<file path="src/logic/tap_regs.svh">
/*
 * Constants of the test port and debug block: instruction codes, shift
 * lengths, bus offsets and response codes.
 * Assumes inclusion by bare name from the design files.
 */
`ifndef TAP_REGS_SVH
`define TAP_REGS_SVH
`define IR_W 4
`define IR_CAPT 4'h1
`define I_IDCODE 4'h1
`define I_BYPASS 4'hF
`define I_CPU 4'h8
`define I_COMM 4'h9
`define DR_W 32
`define MSB_ID 5'h1F
`define MSB_BYP 5'h00
`define MSB_CPU 5'h0F
`define MSB_COMM 5'h07
`define CPU_W 16
`define BP_N 4
`define BP_W 17
`define BP_DSEL 16
`define A_OCDR 8'h00
`define A_STAT 8'h04
`define A_BPCTL 8'h08
`define A_BP0 8'h0C
`define A_BP1 8'h10
`define A_BP2 8'h14
`define A_BP3 8'h18
`define R_OKAY 2'h0
`define R_DECERR 2'h3
`define TMS_RST_N 3'h5
`endif

</file>
<file path="src/logic/tap_pkg.sv">
/*
 * Types of the test port and debug block.
 * Assumes nothing beyond a SystemVerilog compiler.
 */
package tap_pkg;
  typedef enum logic [15:0] {
    S_TLR = 16'h0001, S_RTI = 16'h0002, S_SELDR = 16'h0004,
    S_CAPDR = 16'h0008, S_SHDR = 16'h0010, S_EX1DR = 16'h0020,
    S_PDR = 16'h0040, S_EX2DR = 16'h0080, S_UPDR = 16'h0100,
    S_SELIR = 16'h0200, S_CAPIR = 16'h0400, S_SHIR = 16'h0800,
    S_EX1IR = 16'h1000, S_PIR = 16'h2000, S_EX2IR = 16'h4000,
    S_UPIR = 16'h8000
  } tap_state_t;
  typedef struct packed {
    logic mask_mode;
    logic step;
    logic flow;
    logic [3:0] en;
  } bp_ctl_t;
endpackage : tap_pkg

</file>
<file path="src/logic/tap_debug_port.sv">
/*
 * Test access port with debug channel, break point unit and AXI4-Lite
 * register slave.
 * Assumes tck/tms/tdi come from pins, asynchronous to aclk, with tck much
 * slower than aclk; fuses and lock bits are static levels on aclk.
 */
`include "tap_regs.svh"
`timescale 1ns/1ps
`default_nettype none
module tap_debug_port #(
  parameter int ADDR_W = 8,
  parameter logic [31:0] IDCODE = 32'h0000_1001  // Arbitrary value, LSB set
) (
  // Clock, reset, enable
  input wire logic aclk,
  input wire logic aresetn,
  input wire logic ce,
  // AXI4-Lite slave
  input wire logic [ADDR_W-1:0] awaddr,
  input wire logic awvalid,
  output logic awready,
  input wire logic [31:0] wdata,
  input wire logic [3:0] wstrb,
  input wire logic wvalid,
  output logic wready,
  output logic [1:0] bresp,
  output logic bvalid,
  input wire logic bready,
  input wire logic [ADDR_W-1:0] araddr,
  input wire logic arvalid,
  output logic arready,
  output logic [31:0] rdata,
  output logic [1:0] rresp,
  output logic rvalid,
  input wire logic rready,
  // Test port pins
  input wire logic tck,
  input wire logic tms,
  input wire logic tdi,
  output logic tdo,
  output logic tdo_oe,
  output logic pullup_en,
  // Fuses and lock bits
  input wire logic test_port_enable_fuse,
  input wire logic debug_enable_fuse,
  input wire logic lock_bit_one,
  input wire logic lock_bit_two,
  // CPU side
  output logic [15:0] cpu_instr,
  output logic cpu_instr_valid,
  input wire logic [15:0] pc,
  input wire logic pc_valid,
  input wire logic flow_change,
  input wire logic [15:0] daddr,
  input wire logic daddr_valid,
  output logic break_req
);
  ////////////////////////////////////////////////////////////////////////
  // Standard state graph
  function automatic tap_pkg::tap_state_t tap_next(tap_pkg::tap_state_t s,
                                                   logic m);
    case (s)
      tap_pkg::S_TLR: tap_next = m ? tap_pkg::S_TLR : tap_pkg::S_RTI;
      tap_pkg::S_RTI: tap_next = m ? tap_pkg::S_SELDR : tap_pkg::S_RTI;
      tap_pkg::S_SELDR: tap_next = m ? tap_pkg::S_SELIR : tap_pkg::S_CAPDR;
      tap_pkg::S_CAPDR: tap_next = m ? tap_pkg::S_EX1DR : tap_pkg::S_SHDR;
      tap_pkg::S_SHDR: tap_next = m ? tap_pkg::S_EX1DR : tap_pkg::S_SHDR;
      tap_pkg::S_EX1DR: tap_next = m ? tap_pkg::S_UPDR : tap_pkg::S_PDR;
      tap_pkg::S_PDR: tap_next = m ? tap_pkg::S_EX2DR : tap_pkg::S_PDR;
      tap_pkg::S_EX2DR: tap_next = m ? tap_pkg::S_UPDR : tap_pkg::S_SHDR;
      tap_pkg::S_UPDR: tap_next = m ? tap_pkg::S_SELDR : tap_pkg::S_RTI;
      tap_pkg::S_SELIR: tap_next = m ? tap_pkg::S_TLR : tap_pkg::S_CAPIR;
      tap_pkg::S_CAPIR: tap_next = m ? tap_pkg::S_EX1IR : tap_pkg::S_SHIR;
      tap_pkg::S_SHIR: tap_next = m ? tap_pkg::S_EX1IR : tap_pkg::S_SHIR;
      tap_pkg::S_EX1IR: tap_next = m ? tap_pkg::S_UPIR : tap_pkg::S_PIR;
      tap_pkg::S_PIR: tap_next = m ? tap_pkg::S_EX2IR : tap_pkg::S_PIR;
      tap_pkg::S_EX2IR: tap_next = m ? tap_pkg::S_UPIR : tap_pkg::S_SHIR;
      tap_pkg::S_UPIR: tap_next = m ? tap_pkg::S_SELDR : tap_pkg::S_RTI;
      default: tap_next = tap_pkg::S_TLR;
    endcase
  endfunction : tap_next

  // Word index of a mapped offset, top bit flags a hit
  function automatic logic [3:0] reg_idx(logic [ADDR_W-1:0] a);
    case (a[7:0])
      `A_OCDR: reg_idx = 4'h8;
      `A_STAT: reg_idx = 4'h9;
      `A_BPCTL: reg_idx = 4'hA;
      `A_BP0: reg_idx = 4'hB;
      `A_BP1: reg_idx = 4'hC;
      `A_BP2: reg_idx = 4'hD;
      `A_BP3: reg_idx = 4'hE;
      default: reg_idx = 4'h0;
    endcase
  endfunction : reg_idx

  function automatic logic [31:0] merge(logic [31:0] o, logic [31:0] n,
                                        logic [3:0] s);
    for (int b = 0; b < 4; b++) begin
      o[b*8 +: 8] = s[b] ? n[b*8 +: 8] : o[b*8 +: 8];
    end
    merge = o;
  endfunction : merge

  ////////////////////////////////////////////////////////////////////////
  logic [2:0] tck_s, tms_s, tdi_s;
  logic tck_f_q, tck_f_d, tck_rise, tck_fall, dbg_q, dbg_d, pu_q;
  assign tck_f_d = (tck_s[1] == tck_s[2]) ? tck_s[2] : tck_f_q;
  assign tck_rise = tck_f_d & ~tck_f_q;
  assign tck_fall = ~tck_f_d & tck_f_q;
  // Debug gate from fuse and locks
  assign dbg_d = debug_enable_fuse & ~lock_bit_one & ~lock_bit_two;

  ////////////////////////////////////////////////////////////////////////
  tap_pkg::tap_state_t st_q, st_d;
  logic [`IR_W-1:0] ir_q, ir_d, irs_q, irs_d, sel;
  logic [`DR_W-1:0] dr_q, dr_d;
  logic [4:0] msb;
  logic tdo_q, tdo_d, oe_q, oe_d, cv_q, cv_d, dclr;
  logic [`CPU_W-1:0] ci_q, ci_d;
  logic [7:0] ocdr_q, ocdr_d;
  logic dirty_q, dirty_d;

  // Effective instruction; debug paths fall back to bypass
  always_comb begin
    case (ir_q)
      `I_IDCODE: sel = `I_IDCODE;
      `I_CPU, `I_COMM: sel = dbg_q ? ir_q : `I_BYPASS;
      default: sel = `I_BYPASS;
    endcase
    case (sel)
      `I_IDCODE: msb = `MSB_ID;
      `I_CPU: msb = `MSB_CPU;
      `I_COMM: msb = `MSB_COMM;
      default: msb = `MSB_BYP;
    endcase
  end

  always_comb begin
    st_d = st_q;
    ir_d = ir_q;
    irs_d = irs_q;
    dr_d = dr_q;
    tdo_d = tdo_q;
    oe_d = oe_q;
    ci_d = ci_q;
    cv_d = 1'b0;
    dclr = 1'b0;
    // Fuse off holds the controller in reset
    if (!test_port_enable_fuse) begin
      st_d = tap_pkg::S_TLR;
      oe_d = 1'b0;
    end else if (tck_rise) begin
      st_d = tap_next(st_q, tms_s[2]);
      case (st_q)
        tap_pkg::S_CAPIR: irs_d = `IR_CAPT;
        tap_pkg::S_SHIR: irs_d = {tdi_s[2], irs_q[`IR_W-1:1]};
        tap_pkg::S_UPIR: ir_d = irs_q;
        tap_pkg::S_CAPDR: begin
          case (sel)
            `I_IDCODE: dr_d = IDCODE;
            `I_COMM: dr_d = {{(`DR_W-8){1'b0}}, dirty_q, ocdr_q[6:0]};
            default: dr_d = '0;
          endcase
        end
        tap_pkg::S_SHDR: begin
          dr_d = dr_q >> 1;
          dr_d[msb] = tdi_s[2];
        end
        tap_pkg::S_UPDR: begin
          if (sel == `I_CPU) begin
            ci_d = dr_q[`CPU_W-1:0];
            cv_d = 1'b1;
          end
          dclr = (sel == `I_COMM);
        end
        default: ;
      endcase
    end else if (tck_fall) begin
      oe_d = (st_q == tap_pkg::S_SHIR) || (st_q == tap_pkg::S_SHDR);
      tdo_d = (st_q == tap_pkg::S_SHIR) ? irs_q[0] : dr_q[0];
    end
    if (st_d == tap_pkg::S_TLR) begin
      ir_d = `I_IDCODE;
    end
  end

  ////////////////////////////////////////////////////////////////////////
  logic [ADDR_W-1:0] awa_q, awa_d;
  logic [31:0] wd_q, wd_d, rd_q, rd_d;
  logic [3:0] ws_q, ws_d, widx;
  logic aw_q, aw_d, w_q, w_d, awr_q, awr_d, wr_q, wr_d, bv_q, bv_d, arr_q;
  logic arr_d, rv_q, rv_d;
  logic [1:0] br_q, br_d, rr_q, rr_d;
  tap_pkg::bp_ctl_t bc_q, bc_d;
  logic [`BP_W-1:0] bp_q [`BP_N];
  logic [`BP_W-1:0] bp_d [`BP_N];
  logic [3:0] ri;
  logic [31:0] bc_m, bp_m;
  // Byte-lane merges of the held write data into old contents
  assign bc_m = merge(32'(bc_q), wd_q, ws_q);
  assign bp_m = merge(32'(bp_q[widx[1:0] + 2'h1]), wd_q, ws_q);

  always_comb begin
    aw_d = aw_q;
    awa_d = awa_q;
    w_d = w_q;
    wd_d = wd_q;
    ws_d = ws_q;
    bv_d = bv_q;
    br_d = br_q;
    rv_d = rv_q;
    rd_d = rd_q;
    rr_d = rr_q;
    ocdr_d = ocdr_q;
    bc_d = bc_q;
    bp_d = bp_q;
    dirty_d = dirty_q & ~dclr;
    widx = reg_idx(awa_q);
    ri = reg_idx(araddr);
    if (awvalid && awr_q) begin
      aw_d = 1'b1;
      awa_d = awaddr;
    end
    if (wvalid && wr_q) begin
      w_d = 1'b1;
      wd_d = wdata;
      ws_d = wstrb;
    end
    if (bv_q && bready) begin
      bv_d = 1'b0;
    end
    if (aw_q && w_q && !bv_q) begin
      aw_d = 1'b0;
      w_d = 1'b0;
      bv_d = 1'b1;
      br_d = widx[3] ? `R_OKAY : `R_DECERR;
      case (widx)
        4'h8: if (ws_q[0]) begin
          ocdr_d = wd_q[7:0];
          // CPU write marks data waiting; set beats clear
          dirty_d = 1'b1;
        end
        4'hA: bc_d = tap_pkg::bp_ctl_t'(bc_m[$bits(tap_pkg::bp_ctl_t)-1:0]);
        4'hB, 4'hC, 4'hD, 4'hE:
          bp_d[widx[1:0] + 2'h1] = bp_m[`BP_W-1:0];
        default: ;
      endcase
    end
    awr_d = ~aw_d & ~bv_d;
    wr_d = ~w_d & ~bv_d;
    if (rv_q && rready) begin
      rv_d = 1'b0;
    end
    if (arvalid && arr_q) begin
      rv_d = 1'b1;
      rr_d = ri[3] ? `R_OKAY : `R_DECERR;
      case (ri)
        4'h8: rd_d = {24'h0, dirty_q, ocdr_q[6:0]};
        4'h9: rd_d = {11'h0, dbg_q, ir_q, st_q};
        4'hA: rd_d = 32'(bc_q);
        4'hB, 4'hC, 4'hD, 4'hE: rd_d = 32'(bp_q[ri[1:0] + 2'h1]);
        default: rd_d = 32'h0;
      endcase
    end
    arr_d = ~rv_d;
  end

  ////////////////////////////////////////////////////////////////////////
  logic [`BP_N-1:0] hit;
  logic brk_q, brk_d;
  // Two program and two combined break points
  for (genvar i = 0; i < `BP_N; i++) begin : g_bp
    logic dsel;
    logic [15:0] tgt, m;
    logic tv;
    assign dsel = (i >= 2) && bp_q[i][`BP_DSEL];
    assign tgt = dsel ? daddr : pc;
    assign tv = dsel ? daddr_valid : pc_valid;
    assign m = (i == 2 && bc_q.mask_mode) ? ~bp_q[3][15:0] : 16'hFFFF;
    assign hit[i] = bc_q.en[i] && tv && ((tgt ^ bp_q[i][15:0]) & m) == 16'h0
                    && !(i == 3 && bc_q.mask_mode);
  end
  assign brk_d = dbg_q & ((|hit) | (bc_q.flow & flow_change)
                          | (bc_q.step & pc_valid));

  ////////////////////////////////////////////////////////////////////////
  // The bus reset, TMS and a cleared port fuse reset the controller
  always_ff @(posedge aclk) begin
    if (!aresetn) begin
      {tck_s, tms_s, tdi_s} <= '0;
      tck_f_q <= 1'b0;
      dbg_q <= 1'b0;
      pu_q <= 1'b0;
      st_q <= tap_pkg::S_TLR;
      ir_q <= `I_IDCODE;
      irs_q <= '0;
      dr_q <= '0;
      {tdo_q, oe_q, cv_q, dirty_q, brk_q} <= '0;
      ci_q <= '0;
      ocdr_q <= '0;
      {aw_q, w_q, awr_q, wr_q, bv_q, arr_q, rv_q} <= '0;
      {awa_q, wd_q, ws_q, br_q, rd_q, rr_q} <= '0;
      bc_q <= '0;
      for (int i = 0; i < `BP_N; i++) begin
        bp_q[i] <= '0;
      end
    end else if (ce) begin
      tck_s <= {tck_s[1:0], tck};
      tms_s <= {tms_s[1:0], tms};
      tdi_s <= {tdi_s[1:0], tdi};
      tck_f_q <= tck_f_d;
      dbg_q <= dbg_d;
      pu_q <= test_port_enable_fuse;
      st_q <= st_d;
      {ir_q, irs_q, dr_q} <= {ir_d, irs_d, dr_d};
      {tdo_q, oe_q, cv_q, ci_q} <= {tdo_d, oe_d, cv_d, ci_d};
      {ocdr_q, dirty_q, brk_q} <= {ocdr_d, dirty_d, brk_d};
      {aw_q, w_q, awr_q, wr_q, bv_q} <= {aw_d, w_d, awr_d, wr_d, bv_d};
      {arr_q, rv_q, awa_q, wd_q, ws_q} <= {arr_d, rv_d, awa_d, wd_d, ws_d};
      {br_q, rd_q, rr_q, bc_q} <= {br_d, rd_d, rr_d, bc_d};
      bp_q <= bp_d;
    end
  end

  assign {awready, wready, bvalid, bresp} = {awr_q, wr_q, bv_q, br_q};
  assign {arready, rvalid, rdata, rresp} = {arr_q, rv_q, rd_q, rr_q};
  assign {tdo, tdo_oe, pullup_en} = {tdo_q, oe_q, pu_q};
  assign {cpu_instr, cpu_instr_valid, break_req} = {ci_q, cv_q, brk_q};

  ////////////////////////////////////////////////////////////////////////
  logic [2:0] ones_q;
  always_ff @(posedge aclk) begin
    if (!aresetn) begin
      ones_q <= '0;
    end else if (ce && tck_rise) begin
      ones_q <= !tms_s[2] ? 3'h0 : (ones_q == `TMS_RST_N) ? ones_q
                : ones_q + 3'h1;
    end
  end
endmodule : tap_debug_port
`default_nettype wire

</file>
<file path="config.mk">
export PLATFORM = sky130hd
export DESIGN_NAME = tap_debug_port
export DESIGN_NICKNAME = d
export VERILOG_FILES = /design/src/logic/tap_pkg.sv /design/src/logic/tap_debug_port.sv
export VERILOG_INCLUDE_DIRS = /design/src /design/src/logic
export SDC_FILE = /design/constraint.sdc
export NUM_CORES = 1
export LEC_CHECK = 0
export BUFFER_PORTS_ARGS = -buffer_cell sky130_fd_sc_hd__buf_2
export CAP_MARGIN = 20
export CORE_ASPECT_RATIO = 0.8
export CORE_MARGIN = 2
export CORE_UTILIZATION = 40
export DETAILED_ROUTE_END_ITERATION = 8
export HOLD_SLACK_MARGIN = 0.05
export PLACE_DENSITY_LB_ADDON = 0.1
export SETUP_SLACK_MARGIN = 0.15
export SLEW_MARGIN = 20
export SYNTH_ARGS = -nofsm -noshare
export SYNTH_HDL_FRONTEND = slang
export SYNTH_SLANG_ARGS = --single-unit
</file>
<file path="constraint.sdc">
create_clock -name aclk -period 4.3 [get_ports aclk]
set_input_delay 0.86 -clock aclk [delete_from_list [all_inputs] [get_ports aclk]]
set_output_delay 0.86 -clock aclk [all_outputs]
set_load 0.05 [all_outputs]
</file>
**Yosys cells after proc, flatten, opt, wreduce, memory -nomap -nowiden**

Cells that the tools add are included.

- Reduce and logical (&&, ||, !) cells: 52
- Eq/ne operators: 51
- Order comparisons: 5
- Multiplexer cells: 73
- Bitwise operators: 30
- Add/subtract/negate cells: 2

Operators with widths:

| kind | number |
|---|---|
| one-hot mux 16 bit (12 select lines) | 1 |
| two-way mux 16 bit | 7 |
| two-way mux 17 bit | 5 |
| one-hot mux 21 bit (4 select lines) | 1 |
| binary-select mux 17 bit (select 2 bit) | 2 |
| bitwise mux 68 bit | 1 |
| == test 4 bit (second input constant) | 17 |
| logical NOT 16 bit | 4 |
| one-hot mux 32 bit (2 select lines) | 1 |
| XOR 16 bit | 4 |
| one-hot mux 4 bit (7 select lines) | 2 |
| == test 8 x 5 -> 1 bit (second input constant) | 6 |
| demux 17 bit (select 2 bit) | 1 |
| bitwise mux 32 bit | 1 |
| == test 16 x 1 -> 1 bit (second input constant) | 2 |
| == test 8 x 4 -> 1 bit (second input constant) | 4 |
| two-way mux 1 bit | 27 |
| one-hot mux 13 bit (2 select lines) | 1 |
| two-way mux 8 bit | 3 |
| AND reduction 4 bit | 6 |
| two-way mux 4 bit | 5 |
| logical AND 1 bit | 18 |
| two-way mux 9 bit | 2 |
| AND 16 bit | 1 |
| 50 further kinds | 91 |

- Register bits after elaboration: 242
- Logic and storage cells: 251
- Bits of input ports: 102
- Output and inout port bits: 62

**Logic depth before layout (Yosys ltp)**

Gate-level depths: netlist of the first run.

- Word-level depth: 12
- Mapped depth: 17
- Depth with buffers taken out: 12

**Least setup slack after synthesis of the first run**

OpenSTA, ideal clock, no wires.

- Path type: input to register
- Start point: input port araddr[0]
- End point: register rd_q[7] (netlist: rdata[7])
- Data arrival time: 4.123 ns
- Setup slack: 0.062 ns
- Stages: 12
- Path through: or4_1 -> a2111oi_0 -> buf_4 -> buf_6 -> inv_1 -> ha_1 -> or3_1 -> a32o_1 -> clkbuf_1 -> o41ai_2 -> o21ai_1 -> and2_1

- Cells in the longest elaborated chain, start to end: 8
- Elaborated cells on any way between the ends: 22

RTL lines:

| element | line | RTL |
|---|---|---|
| start: declaration | tap_debug_port.sv:29 | `input wire logic [ADDR_W-1:0] araddr,` |
| == test 8 x 5 -> 1 bit, or another cell as far along | tap_debug_port.sv:85 | `case (a[7:0])` |
| one-hot mux 4 bit (7 select lines) * | tap_debug_port.sv:85 |  |
| adder 2 x 1 -> 2 bit | tap_debug_port.sv:262 | `4'hB, 4'hC, 4'hD, 4'hE: rd_d = 32'(bp_q[ri[1:0] + 2'h1]);` |
| inverter 2 -> 3 bit (implied by the code) | tap_debug_port.sv:262 |  |
| binary-select mux 17 bit (select 2 bit) | tap_debug_port.sv:262 |  |
| two-way mux 17 bit (implied by the code) (2 in a row) | tap_debug_port.sv:262 |  |
| one-hot mux 21 bit (4 select lines) * | tap_debug_port.sv:258 | `case (ri)` |
| end signal: assignment | tap_debug_port.sv:321 | `{br_q, rd_q, rr_q, bc_q} <= {br_d, rd_d, rr_d, bc_d};` |
| end: declaration | tap_debug_port.sv:190 | `logic [31:0] wd_q, wd_d, rd_q, rd_d;` |

Every way passes the cells marked *; elsewhere a longest branch is shown, timed or not. The select of a mux whose other input is x is not followed.
A chain may end at the register's enable or synchronous reset.

**Worst setup path in the final report of the first run**

- Start point: input port araddr[0]
- End point: register rd_q[2] (netlist: rdata[2])

Same word-level chain as after synthesis.

==> results of run 1 <==
[cell families (layout without fill, tap and decap cells)]
family	count (synthesis)	in the layout	synth area share, %
other cells	1	11	0.0316
xor+xnor	72	72	5.32
fa+ha+maj	8	8	0.844
buf+inv	141	226	5.33
compound gates	283	283	16.4
flops	229	229	38.7
mux	118	118	13.6
simple gates	495	495	19.8
[metrics by stage]
step | hold slack [ns] | instances | setup WS [ns] | utilization, %
6_report | 0.455 | 1819 | 0.683 | 46.6
4_1_cts | 0.454 | 1819 | 0.768 | 46.6
5_1_grt | 0.473 | 1819 | 0.408 | 46.6
3_3_place_gp | 0.441 | 1772 | 0.284 | 43.5
2_1_floorplan | 0.431 | 1357 | 0.166 | -
3_5_place_dp | 0.446 | 1772 | 0.189 | 43.5
[worst max path at each step]
stage / end / depth (start not counted) / from
3_3_place_gp: rdata[0] / 11 / araddr[0]
2_1_floorplan: rdata[7] / 12 / araddr[0]
4_1_cts: rdata[1] / 11 / araddr[0]
3_5_place_dp: rdata[1] / 11 / araddr[0]
5_1_grt: rdata[2] / 11 / araddr[0]
6_report: rdata[2] / 11 / araddr[0]
[where the power goes]
part           total, mW  switching, mW  internal, mW
sequential          2.17         0.0250          2.14
clock               2.32          0.925          1.39
combinational      0.327          0.218         0.108
total               4.81           1.17          3.64
[critical path: stages]
cell and delay, ns:
buf_2 0.09, or4_1 0.59, a2111oi_2 0.53, inv_1 0.13
ha_1 0.21, or3_1 0.36, a32o_1 0.31, o41ai_4 0.64
a21oi_1 0.12, a21oi_1 0.15, nor2_1 0.05
[cells in the final DEF (no fill, tap or decap), types with 9 or more instances in the layout]
master,instances
a211oi_1,76
a21oi_1,93
a221oi_1,10
a22oi_1,34
and2_1,12
buf_2,136
buf_4,26
clkbuf_16,26
clkbuf_8,9
conb_1,11
dfxtp_1,229
inv_1,15
mux2i_1,82
mux4_2,34
nand2_1,135
nand3_1,50
nand4_1,11
nor2_1,172
nor2b_1,10
nor3_1,21
nor3b_1,11
nor4_1,25
or4_1,9
xnor2_1,43
xor2_1,29
[layout make-up]
type	instances	area, µm²
Clock buffer	40	793
Clock inverter	7	115
Fill cell	2926	15600
Inverter	17	68.8
Multi-Input combinational cell	987	6700
Sequential cell	229	4580
Tap cell	377	472
Timing Repair Buffer	162	876
[registers in the layout, summed over array words and instances, names as in the netlist, 3 cells and up]
register   flops
dr_q          32
rdata         21
ir_q           4
awa_q          8
st_q          16
tdi_s          3
ocdr_q         7
wd_q          17
tck_s          3
bc_q           7
cpu_instr     16
irs_q          4
bp_q          68
tms_s          3
ws_q           3
[metal layers]
metal	track usage (%)	up-vias	wire [µm]
met3	4.71	38	2970
li1	-	5014	-
met1	38.1	5013	19400
met4	4.65	0	635
met5	0	-	0
met2	33.5	401	14900
==> run metrics, run 1 <==
Commonest cells post-synth=229 x dfxtp_1, 172 x nor2_1, 135 x nand2_1; Max clock buf depth=3; die height=158 µm; most common cell in the netlist=dfxtp_1; Worst Setup Start Kind=primary input; ys async rst share=0%; Clock Sinks=229; Starting Density=between 40% and 50%; hpwl dp=27,100 µm; Worst R2R Setup Slack=about 1.1 ns; top-area cell type share of the netlist area=between 30% and 40%; Synth cell types=slightly above 70; Max Slew Vio Count=0; worst reg2reg endpoint=bp_q[15]; GRT Overall Usage=24.2%; outcome=complete, no violations; placed instance area=12,700 µm²; Wirelength per Cell=~21 µm; Final Total Pwr=4.81 mW; depth of the CTS H-tree=1; Crit path arrival time=slightly above 4 ns; Layout area overhead=14.7%; Remaining Overflow, GRT=0; number of buffers created by CTS=26; clock skew=roughly 0.011 ns; first-pass GRT wire length=between 50,000 and 60,000 µm; Die W=slightly below 200 µm; Max-Cap Viols=0; top post-synthesis cells by area=dfxtp_1 39%, mux2i_1 6.9%, mux4_2 6.5%; Iter 0 DRT Violations=~970; max frequency=0.276 GHz; Clk Tree Root Cell=clkbuf_16; post-route minimum period=between 3 and 4 ns; vias per inst=5.75; Peak VDD IR=0.318 mV; Core Box Area=29,200 µm²; Worst setup EP type=register; Total Negative Setup Slacks=0 ns; DIE AREA=31,000 µm²; clock latency on the worst-skew pair=roughly 0.55 ns; TritonCTS clock tree=done; Worst Hold Depth=2; leak pwr=5.00 nW; post-route DRC violation count=0; final WL=around 38,000 µm; fin crit share=84.1%; hold path start=wd_q[14]; #FFs+latches synth=229; Critical Path RT=4.72 ns; worst slew pin tran=0.959 ns; final setup fails=0; Worst Reg-to-Reg Cells=13; worst reg2reg startpoint=awa_q[0]; vias in the first global route=9,613; Boundary Pins=164; Vias=10,466; layout cells sized above 1=17.8%; Final GP Congestion=between 0.9 and 1; Resized cells post-CTS=0; post-synth top area cell=dfxtp_1; PwrDens=around 350 nW/µm²; Yosys warnings=0; Final Instance Area=13,600 µm²; Post-Synthesis Cell Area=11,900 µm²; CTS Hold Bufs=0; syn_area_per_cell=between 8 and 9 µm²; RSZ-0062 raised after global routing=false; Post-CTS Setup Repair Bufs=0; Hold Path End=wd_q[14]; hold crit path type=reg -> reg; Top FF cell, synth=dfxtp_1; remaining antenna violation count=0; final net count=1,533; IO Port Bufs=136; Slew headroom=35.9%; Pre-antenna DRT Iters=5; final-report hold violation count=0; register area share after synthesis=38.7%; initial antenna violation count=0; Cell Rows=56; Max FO, Critical Path=8; pin count of the biggest net entering global routing=77; CP Class=in -> reg; number of synthesized flops with an enable pin=0; clk slew on worst S/H paths=0.06 ns; Post-Syn Instances=1,347; ant diodes=0
No activity file was read; power rests on OpenSTA's default activity.
==> run 2, diff against run 1 <==
Settings changed: ABC_AREA from default to 1.
Clock period 4.3 ns to 3 ns, I/O delays scaled along.
==> run metrics, run 2 <==
PwrDens=495 nW/µm² (+40%); Post-Syn Instances=1,751 (+30%); CP cell instances=o21ai_0, xor2_1, a211oi_1, nand4_1, nor2_1, nand3_1, nand3_1, nand2_1, a21oi_1; worst hold slack=0.307 ns (-0.148 ns); top-area cell type share of the netlist area=38.2% (-0.46 points); DIE AREA=31,400 µm² (+1.2%); routed wl met3=2980 µm (+0.30%); Final GP Congestion=0.939 (+3.1%); Crit path arrival time=3.09 ns (-0.95 ns); Final Instance Area=13,800 µm² (+1.2%); Iter 0 DRT Violations=1,216 (+25%); die height=159 µm (+0.59%); Max FO, Critical Path=22 (+14); clock latency on the worst-skew pair=0.52 ns (-0.03 ns); Commonest cells post-synth=309 x o21ai_0, 275 x nand2_1, 251 x a21oi_1; initial antenna violation count=0 (unchanged); hold crit path type=in -> reg; remaining antenna violation count=0 (unchanged); most common cell in the netlist=o21ai_0; outcome=complete, no violations; hpwl dp=28,900 µm (+6.7%); Top reg by flops=bp_q; Post-Synthesis Cell Area=12,000 µm² (+1.2%); WL met1=19,900 µm (+2.7%); leak pwr=5.67 nW (+14%); Comb pwr share=10.2% (+3.4 points); fin crit share=87.9%; vias per inst=5.42 (-5.9%); Worst Setup Start Kind=register; most common cell after layout, fill and taps aside=o21ai_0; max frequency=0.379 GHz; final net count=1,959 (+28%); #FFs+latches synth=229 (unchanged); register area share after synthesis=38.2% (-0.46 points); final WL=39,800 µm (+5.1%); first-pass GRT wire length=62,700 µm (+8.4%); Slew headroom=53.6% (+18 points); Cell Rows=56 (unchanged); pin count of the biggest net entering global routing=160 (+110%); Boundary Pins=164 (unchanged); Clk Tree Root Cell=clkbuf_16; Clock Sinks=229 (unchanged); Switch Pwr=1.76 mW (+51%); placed instance area=13,000 µm² (+2.2%); post-route minimum period=2.64 ns; commonest cells after routing, fill and taps aside=303 x o21ai_0, 275 x nand2_1, 251 x a21oi_1; Yosys warnings=0 (unchanged); CP Class=reg -> reg; Final Total Pwr=6.81 mW (+42%); Wirelength per Cell=17.7 µm (-15%); Synth cell types=52 (-27%); Die W=198 µm (+0.59%); final-report hold violation count=0 (unchanged); highest metal used=met4; worst slew pin tran=0.696 ns (-0.264 ns); Layout Utilization=46.8% (+0.21 points); Max clock buf depth=3 (unchanged); ys async rst share=0% (unchanged); Clock power frac=43.8% (-4.4 points); Largest register FFs=68 (unchanged); Max-Cap Viols=0 (unchanged); RSZ-0062 raised after global routing=false; Core Box Area=29,400 µm² (+0.72%); Max Slew Vio Count=0 (unchanged); Pint=5.05 mW (+39%); Switching Share=25.9% (+1.6 points); Peak VDD IR=0.348 mV (+9.2%); Sequential Power Share=46.0% (+1.0 points); syn_area_per_cell=6.85 µm² (-22%); top post-synthesis cells by area=dfxtp_1 38%, o21ai_0 13%, a21oi_1 10%; post-route DRC violation count=0 (unchanged); Total Negative Setup Slacks=0 ns (unchanged); GRT Overall Usage=25.0% (+0.87 points); Layout area overhead=14.7% (about the same); Critical Path RT=3.45 ns (-1.27 ns); Worst setup EP type=register; post-synth top area cell=dfxtp_1; clk slew on worst S/H paths=0.06 ns (about the same); IO Port Bufs=136 (unchanged); CP most frequent cell=nand3_1; final setup fails=0 (unchanged); clock skew=0.00926 ns (-0.00172 ns); Starting Density=40.8% (+0.19 points); number of synthesized flops with an enable pin=0 (unchanged); depth of the CTS H-tree=1 (unchanged); vias in the first global route=11,072 (+15%); Pre-antenna DRT Iters=5 (unchanged); Top FF cell, synth=dfxtp_1; ant diodes=0 (unchanged); Vias=12,144 (+16%); CP peak stage delay=0.76 ns (+0.12 ns); Remaining Overflow, GRT=0 (unchanged); layout cells sized above 1=13.8% (-4.0 points); number of buffers created by CTS=24 (-7.7%); Slowest cell on crit path=dfxtp_1; WL met2=16,100 µm (+8.3%); TritonCTS clock tree=done
-- run 2: cell types whose count changed in the layout (fill, tap and decap cells not counted), moves of 36 or more --
cell	previous run	this run
nand2_1	135	275
o21ai_0	8	303
mux2i_1	82	0
xnor2_1	43	7
a21oi_1	93	251
inv_1	15	162
a211oi_1	76	22
-- run 2: timing repair --
action,4_1_cts,5_1_grt
buffers inserted,0,0
setup endpoints to repair,0,60
hold buffers,0,0
gates resized for setup,0,8
hold endpoints to repair,0,0
-- run 2: per-stage QoR --
step                      std cells  worst slack [ns]
final                          2242             0.364
after global placement         2200            0.0556
after CTS                      2242             0.209
after floorplan                1761             0.397
after global routing           2242             0.164
after detailed placement       2200            0.0455
-- run 2: routing by layer --
layer,global-route usage (%),vias up
li1,-,6087
met1,39.4,5556
met2,35.7,450
met3,3.28,51
met4,5.71,0
met5,0,-
-- run 2: critical path, delay by kind of cell, from the launching register on --
kind | cells | cell delay, ns
AO/OA/AOI/OAI | 3 | 0.86
flip-flops | 1 | 0.76
AND/OR/NAND/NOR | 5 | 0.75
XOR/XNOR | 1 | 0.19
-- run 2: logic make-up (layout without fill, tap and decap cells) --
family / count (synthesis) / count (layout) / share of synthesized area [%]
XOR/XNOR: 33 / 33 / 2.41
adder cells (fa/ha/maj): 8 / 8 / 0.834
buffers and inverters: 282 / 386 / 9.91
other: 1 / 11 / 0.0312
flip-flops: 229 / 229 / 38.2
AO/OA/AOI/OAI: 669 / 669 / 29.4
AND/OR/NAND/NOR: 529 / 529 / 19.2
-- run 2: power groups by stage --
| stage | clock, mW | combinational, mW | sequential [mW] |
|---|---|---|---|
| floorplan | 0 | 0.464 | 3.21 |
| global placement | 0 | 0.677 | 3.20 |
| detailed placement | 0 | 0.683 | 3.20 |
| CTS | 3.06 | 0.686 | 3.13 |
| global route | 3.19 | 0.770 | 3.14 |
| finish | 2.98 | 0.694 | 3.13 |
-- run 2: layout make-up --
class / count / area (µm²)
repair buffers: 174 / 1020
inverters: 170 / 638
flip-flops and latches: 229 / 4580
clock inverters: 5 / 50.0
fillers: 3103 / 15700
multi-input cells: 1250 / 6270
well taps: 377 / 472
clock buffers: 37 / 731
-- run 2: final timing paths --
check	end	slack, ns	cells past startpoint	start
worst max-delay path	break_req	0.36	9	bp_q[16]
worst max register to register	break_req	0.36	9	bp_q[16]
worst min register to register	awa_q[7]	0.45	2	awa_q[7]
worst min-delay path	tck_s[0]	0.31	3	tck
